`src/hw/uat_defines.svh`:
```
// Constants of the upper alarm threshold register and its two-wire target.
// Assumes a 100 MHz clock and two-wire inputs already synchronous to it.
`ifndef UAT_DEFINES_SVH
`define UAT_DEFINES_SVH

// ----------------------------------------------------------------
// Register map
// ----------------------------------------------------------------
`define UAT_UPPER_PTR      8'h02
`define UAT_UPPER_RESET    16'h0000
`define UAT_DEV_ADDR       7'h18

// ----------------------------------------------------------------
// Field positions
// ----------------------------------------------------------------
`define UAT_RSV_HI_MSB     15
`define UAT_RSV_HI_LSB     13
`define UAT_SIGN_POS       12
`define UAT_MAG_MSB        11
`define UAT_MAG_LSB        2
`define UAT_RSV_LO_MSB     1
`define UAT_RSV_LO_LSB     0
`define UAT_VAL_RESET      11'h000

// ----------------------------------------------------------------
// Serial framing
// ----------------------------------------------------------------
`define UAT_BITS_PER_BYTE  4'h8

`endif

```
`src/hw/uat_pkg.sv`:
```
// Types shared by the upper alarm threshold design.
// Assumes the defines header is compiled alongside.
`default_nettype none
package uat_pkg;

   // ----------------------------------------------------------------
   // Register layout
   // ----------------------------------------------------------------
   typedef struct packed {
      logic [2:0] reserved_hi;
      logic       sign;
      logic [9:0] mag;
      logic [1:0] reserved_lo;
   } uat_thr_s;

   // ----------------------------------------------------------------
   // Two-wire target states
   // ----------------------------------------------------------------
   typedef enum logic [8:0] {
      ST_IDLE  = 9'b000000001,
      ST_ADDR  = 9'b000000010,
      ST_ACKA  = 9'b000000100,
      ST_PTR   = 9'b000001000,
      ST_ACKP  = 9'b000010000,
      ST_WDATA = 9'b000100000,
      ST_ACKW  = 9'b001000000,
      ST_RDATA = 9'b010000000,
      ST_RACK  = 9'b100000000
   } uat_state_e;

endpackage
`default_nettype wire

```
`src/hw/uat_thr_store.sv`:
```
// Storage of the upper alarm threshold value field.
// Assumes a committed 16-bit word arrives with a one-cycle strobe.
`include "uat_defines.svh"
`default_nettype none
module uat_thr_store
(
   input  wire logic             clock,
   input  wire logic             nrst,
   input  wire logic             wr_en,
   input  wire logic [15:0]      wr_data,
   output uat_pkg::uat_thr_s     rd_data
);
   import uat_pkg::*;

   // ----------------------------------------------------------------
   // Value field storage
   // ----------------------------------------------------------------
   // Only the 11 writable bits are flops; reserved bits cost nothing
   logic [10:0] val_reg;

   always_ff @(posedge clock or negedge nrst)
   begin
      if (!nrst)
         val_reg <= `UAT_VAL_RESET;
      else if (wr_en)
         val_reg <= wr_data[`UAT_SIGN_POS:`UAT_MAG_LSB];
   end

   always_comb
   begin
      rd_data.reserved_hi = 3'h0;
      rd_data.sign        = val_reg[10];
      rd_data.mag         = val_reg[9:0];
      rd_data.reserved_lo = 2'h0;
   end

endmodule
`default_nettype wire

```
`src/hw/uat_top.sv`:
```
// Upper alarm threshold register behind a two-wire serial target.
// Assumes scl and sda inputs are already synchronous to clock.
`include "uat_defines.svh"
`default_nettype none
module uat_top
#(
   parameter logic [6:0] DEV_ADDR = `UAT_DEV_ADDR
)
(
   input  wire logic             clock,
   input  wire logic             nrst,
   input  wire logic             scl_in,
   input  wire logic             sda_in,
   output logic                  sda_out,
   output logic                  sda_oe_n,
   output uat_pkg::uat_thr_s     upper_alarm_threshold
);
   import uat_pkg::*;

   // ----------------------------------------------------------------
   // Line events
   // ----------------------------------------------------------------
   logic       scl_q;
   logic       sda_q;
   logic       scl_rise;
   logic       scl_fall;
   logic       start_ev;
   logic       stop_ev;

   always_ff @(posedge clock or negedge nrst)
   begin
      if (!nrst)
      begin
         scl_q <= 1'b1;
         sda_q <= 1'b1;
      end
      else
      begin
         scl_q <= scl_in;
         sda_q <= sda_in;
      end
   end

   assign scl_rise = scl_in & ~scl_q;
   assign scl_fall = ~scl_in & scl_q;
   assign start_ev = scl_in & scl_q & sda_q & ~sda_in;
   assign stop_ev  = scl_in & scl_q & ~sda_q & sda_in;

   // ----------------------------------------------------------------
   // Target sequencer
   // ----------------------------------------------------------------
   uat_state_e  state_reg;
   logic [3:0]  cnt_reg;
   logic [7:0]  rx_reg;
   logic [7:0]  tx_reg;
   logic [7:0]  ptr_reg;
   logic [7:0]  stage_reg;
   logic        hi_done_reg;
   logic        rd_lo_reg;
   logic        mack_reg;
   logic        commit_reg;
   logic [15:0] commit_data_reg;
   logic [15:0] thr_word;
   uat_thr_s    thr_rd;
   logic        byte_done;
   logic        addr_match;

   assign byte_done  = scl_fall && (cnt_reg == `UAT_BITS_PER_BYTE);
   assign addr_match = (rx_reg[7:1] == DEV_ADDR);
   assign thr_word   = thr_rd;

   function automatic logic [7:0] read_byte(input logic [7:0] ptr, input logic lo, input logic [15:0] word);
      logic [7:0] b;
      b = 8'h00;
      if (ptr == `UAT_UPPER_PTR)
         b = lo ? word[7:0] : word[15:8];
      return b;
   endfunction

   always_ff @(posedge clock or negedge nrst)
   begin
      if (!nrst)
      begin
         state_reg       <= ST_IDLE;
         cnt_reg         <= 4'h0;
         rx_reg          <= 8'h00;
         tx_reg          <= 8'h00;
         ptr_reg         <= 8'h00;
         stage_reg       <= 8'h00;
         hi_done_reg     <= 1'b0;
         rd_lo_reg       <= 1'b0;
         mack_reg        <= 1'b0;
         commit_reg      <= 1'b0;
         commit_data_reg <= 16'h0000;
         sda_oe_n        <= 1'b1;
      end
      else
      begin
         commit_reg <= 1'b0;
         if (start_ev)
         begin
            // A half-written word is dropped on a new frame
            state_reg   <= ST_ADDR;
            cnt_reg     <= 4'h0;
            hi_done_reg <= 1'b0;
            sda_oe_n    <= 1'b1;
         end
         else if (stop_ev)
         begin
            state_reg   <= ST_IDLE;
            hi_done_reg <= 1'b0;
            sda_oe_n    <= 1'b1;
         end
         else
         begin
            unique case (state_reg)
               ST_IDLE:
               begin
                  sda_oe_n <= 1'b1;
               end
               ST_ADDR, ST_PTR, ST_WDATA:
               begin
                  if (scl_rise)
                  begin
                     rx_reg  <= {rx_reg[6:0], sda_in};
                     cnt_reg <= cnt_reg + 4'h1;
                  end
                  else if (byte_done)
                  begin
                     cnt_reg <= 4'h0;
                     if (state_reg == ST_ADDR)
                     begin
                        if (addr_match)
                        begin
                           sda_oe_n  <= 1'b0;
                           rd_lo_reg <= 1'b0;
                           state_reg <= ST_ACKA;
                        end
                        else
                           state_reg <= ST_IDLE;
                     end
                     else if (state_reg == ST_PTR)
                     begin
                        ptr_reg     <= rx_reg;
                        hi_done_reg <= 1'b0;
                        sda_oe_n    <= 1'b0;
                        state_reg   <= ST_ACKP;
                     end
                     else
                     begin
                        sda_oe_n  <= 1'b0;
                        state_reg <= ST_ACKW;
                        if (!hi_done_reg)
                        begin
                           stage_reg   <= rx_reg;
                           hi_done_reg <= 1'b1;
                        end
                        else
                        begin
                           // Both bytes land together so the comparator never sees half a value
                           hi_done_reg     <= 1'b0;
                           commit_reg      <= (ptr_reg == `UAT_UPPER_PTR);
                           commit_data_reg <= {stage_reg, rx_reg};
                        end
                     end
                  end
               end
               ST_ACKA:
               begin
                  if (scl_fall)
                  begin
                     if (rx_reg[0])
                     begin
                        tx_reg    <= {read_byte(ptr_reg, 1'b0, thr_word)} << 1;
                        sda_oe_n  <= read_byte(ptr_reg, 1'b0, thr_word) >> 7 == 8'h01;
                        rd_lo_reg <= 1'b1;
                        cnt_reg   <= 4'h1;
                        state_reg <= ST_RDATA;
                     end
                     else
                     begin
                        sda_oe_n  <= 1'b1;
                        state_reg <= ST_PTR;
                     end
                  end
               end
               ST_ACKP, ST_ACKW:
               begin
                  if (scl_fall)
                  begin
                     sda_oe_n  <= 1'b1;
                     state_reg <= ST_WDATA;
                  end
               end
               ST_RDATA:
               begin
                  if (byte_done)
                  begin
                     sda_oe_n  <= 1'b1;
                     cnt_reg   <= 4'h0;
                     state_reg <= ST_RACK;
                  end
                  else if (scl_fall)
                  begin
                     sda_oe_n <= tx_reg[7];
                     tx_reg   <= {tx_reg[6:0], 1'b0};
                     cnt_reg  <= cnt_reg + 4'h1;
                  end
               end
               ST_RACK:
               begin
                  if (scl_rise)
                     mack_reg <= ~sda_in;
                  else if (scl_fall)
                  begin
                     if (mack_reg)
                     begin
                        tx_reg    <= {read_byte(ptr_reg, rd_lo_reg, thr_word)} << 1;
                        sda_oe_n  <= read_byte(ptr_reg, rd_lo_reg, thr_word) >> 7 == 8'h01;
                        rd_lo_reg <= ~rd_lo_reg;
                        cnt_reg   <= 4'h1;
                        state_reg <= ST_RDATA;
                     end
                     else
                        state_reg <= ST_IDLE;
                  end
               end
            endcase
         end
      end
   end

   // ----------------------------------------------------------------
   // Pin data and register copy
   // ----------------------------------------------------------------
   // Open drain: the pin is only ever pulled low
   always_ff @(posedge clock or negedge nrst)
   begin
      if (!nrst)
         sda_out <= 1'b0;
      else
         sda_out <= 1'b0;
   end

   uat_thr_store u_store
   (
      .clock   (clock),
      .nrst    (nrst),
      .wr_en   (commit_reg),
      .wr_data (commit_data_reg),
      .rd_data (thr_rd)
   );

   // Comparator copy, one cycle behind the store
   always_ff @(posedge clock or negedge nrst)
   begin
      if (!nrst)
         upper_alarm_threshold <= `UAT_UPPER_RESET;
      else
         upper_alarm_threshold <= thr_rd;
   end

endmodule
`default_nettype wire

```
`config.mk`:
```
export PLATFORM = sky130hd
export DESIGN_NAME = uat_top
export DESIGN_NICKNAME = d
export VERILOG_FILES = /design/src/hw/uat_pkg.sv /design/src/hw/uat_thr_store.sv /design/src/hw/uat_top.sv
export VERILOG_INCLUDE_DIRS = /design/src /design/src/hw
export SDC_FILE = /design/constraint.sdc
export NUM_CORES = 1
export LEC_CHECK = 0
export BUFFER_PORTS_ARGS = -buffer_cell sky130_fd_sc_hd__clkbuf_2
export CORE_MARGIN = 5
export CORE_UTILIZATION = 50
export CTS_CLUSTER_DIAMETER = 100
export DETAILED_ROUTE_END_ITERATION = 10
export HOLD_SLACK_MARGIN = 0.15
export PLACE_DENSITY = 0.67
export REMOVE_ABC_BUFFERS = 1
export SLEW_MARGIN = 5
export SYNTH_ARGS = -nofsm -noshare
export SYNTH_HDL_FRONTEND = slang
export SYNTH_SLANG_ARGS = --single-unit
```
`constraint.sdc`:
```
create_clock -name clock -period 5.5 [get_ports clock]
set_clock_uncertainty 0.05 [all_clocks]
set_input_delay 0.55 -clock clock [delete_from_list [all_inputs] [get_ports clock]]
set_output_delay 0.55 -clock clock [all_outputs]
set_load 0.005 [all_outputs]
```
==> out/metrics.cfg <==
[timing]
timing.setup.tns_ns=0
hold_viol=0
rsz0062_at_grt=no
period_needed_ns=2.963
setup_viol=0
slew_viol_final=0
worstMarginPinSlew_ns=1.004
fmax_mhz=337.5
finalCritPeriodShare_pct=53.87
slew_headroom_pct=33.06

[grt]
grt_overflow=0
gr-usage-met1_pct=26.92
grt_pass1_wl_um=13480
use_met3_pct=2.656
grt_max_degree=82
grt_pass1_vias=2585
antenna_found_initial=0
use_met2_pct=26.01
grtUsageTotal_pct=17.90
busiest_layer=met1

[floorplan]
start_util_pct=51.78
die_w_um=97.14
fp-row-count=31
ios=22
core_region_area_mm2=0.007331
dieArea_mm2=0.009435
chipHeight_um=97.14

[worst_setup_path]
crit_slowest_cell=or4_1
critPathArrivalTime_ns=3.15
worst-path-buf-inv=0
crit_fanout=17
startpoint_type=flop
worstPathRequired_ns=5.69
path_delay_family=simple AND/OR/NAND/NOR gates
path_cells=or4_1, or3_1, nand3_1, a31oi_1, a211oi_2, mux2_2
cp-end-kind=flop
slowest_delay_ns=0.65
crit_type=flop to flop

[cts]
insertion_delay_ns=0.36
clk_pin_slew_worst_paths_ns=0.09
cts_setup_buffers=0
tritoncts=done
cts_hold_buffers=0
root_buffer=clkbuf_8
clock_path_buffers=2
htree_levels=3
cts_buffers=9
cts.sinks=81
cts_resized=0

[detailed_routing]
drc=0
routed_wl_um=8063
post_drt_wl_per_cell_um=18.16
drtPass1Iterations=4
first_iter_violations=191
vias=2586
drtAntennaViolNets=0
vias_per_cell=5.824

[yosys]
syn_avg_cell_area_um2=11.50
ys.warnings.count=0
syn_area_mm2=0.003796
async_flop_share_pct=100.0
ys_top_cells_by_area=dfrtp_1, mux2_2, o21ai_0
yosys_register_bits=81
synth.yosys.seq_area_share_pct=53.53
synth_top_cell_by_area=dfrtp_1
synth.distinct_cells=53
yosysTopAreaCellShare_pct=50.76
syn_inst=330
synth_edf_count=0
synth_ff_type=dfrtp_1

[power_and_ir_drop]
power_density_mw_per_mm2=379.7
peakVddDrop_mv=0.1998
power.leakage_nw=1.940
finalPower_w=0.001561

[layout]
nNetsFinal=346
nFillCells=623
area_growth_pct=8.273
n_antenna_cell=0
final_common_cell=dfrtp_1
drive_gt1_share_pct=26.96
instances_no_fill=444
postLayoutCellArea_mm2=0.004110
layout.cells.most_common_list=dfrtp_1, mux2_2, nand2_1, o21ai_0, clkbuf_2

[place]
placed_cell_area_mm2=0.003902
dp.cells=428
dp_hpwl_um=5645
gp_congestion=0.8941
portBuffers=15

[hold_path]
hold_path_class=input pin to async pin

[outcome]
status=complete, no violations

[job]
maxCapViolations=0

==> cell families (layout without fill, tap and decap cells) <==
kind of cell	Yosys count	after routing	synth area share [%]
xor gates and xnor gates	5	5	1.154
AOI/OAI and AO/OA	64	64	11.14
buffers and inverters	30	40	3.889
and+or+nand+nor	95	95	13.65
other	1	6	0.09878
muxes	52	52	15.89
adders and majority gates	2	2	0.6591
DFF	81	81	53.53
==> per-layer routing <==
metal / routed length, um / vias up / share of wire, %
met4: 110 / 0 / 1.4
met5: 0 / - / 0
met2: 3564 / 76 / 44
met3: 500 / 8 / 6.2
li1: - / 1211 / -
met1: 3888 / 1291 / 48
==> layout make-up <==
cell class	count	area (um2)	area share (%)
Tap cell	99	123.9	3.014
Clock buffer	9	123.9	3.014
Multi-Input combinational cell	224	1635	39.79
Timing Repair Buffer	15	77.57	1.887
Clock inverter	7	83.83	2.040
Inverter	9	33.78	0.8219
Sequential cell	81	2032	49.44
==> power breakdown <==
part           internal, W  switching, W  total (W)
Sequential        0.000645     0.0000617   0.000707
Clock             0.000219      0.000245   0.000464
Combinational     0.000161      0.000229   0.000390
Total              0.00102      0.000536    0.00156
==> cells in the mapped netlist, drive strengths merged (3+ instances only) <==
| master | count |
|---|---|
| a21boi | 3 |
| a21oi | 7 |
| a22oi | 8 |
| a2bb2oi | 4 |
| a31oi | 3 |
| and3 | 4 |
| buf | 11 |
| clkbuf | 10 |
| dfrtp | 77 |
| dfstp | 4 |
| inv | 9 |
| mux2 | 51 |
| nand2 | 22 |
| nand2b | 3 |
| nand3 | 13 |
| nor2 | 11 |
| nor2b | 3 |
| nor3 | 11 |
| nor4 | 7 |
| o21a | 4 |
| o21ai | 24 |
| or3 | 5 |
| or4 | 5 |
| xor2 | 3 |
==> final timing paths <==
kind	from	end	slack (ns)	cells past startpoint
setup / recovery	state_reg[2]$_DFFE_PN0P_	cnt_reg[0]$_DFFE_PN0P_	2.54	6
hold / removal	nrst	state_reg[5]$_DFFE_PN0P_	0.28	1
setup reg to reg	state_reg[2]$_DFFE_PN0P_	cnt_reg[0]$_DFFE_PN0P_	2.54	6
hold reg to reg	u_store.val_reg[10]$_DFFE_PN0P_	upper_alarm_threshold[12]$_DFF_PN0_	0.36	0
max in group asynchronous	nrst	cnt_reg[2]$_DFFE_PN0P_	4.45	1
min in group clock	scl_in	scl_q$_DFF_PN1_	0.28	1
==> per-stage QoR <==
| step | hold slack [ns] | utilization (%) | worst slack [ns] |
|---|---|---|---|
| 2_1_floorplan | 0.2044 | - | 2.958 |
| 3_3_place_gp | 0.3439 | 53.23 | 2.606 |
| 3_5_place_dp | 0.3421 | 53.23 | 2.617 |
| 4_1_cts | 0.2689 | 56.07 | 2.584 |
| 5_1_grt | 0.2791 | 56.07 | 2.433 |
| 6_report | 0.2818 | 56.07 | 2.537 |
Power figures use the tool's default switching activity.
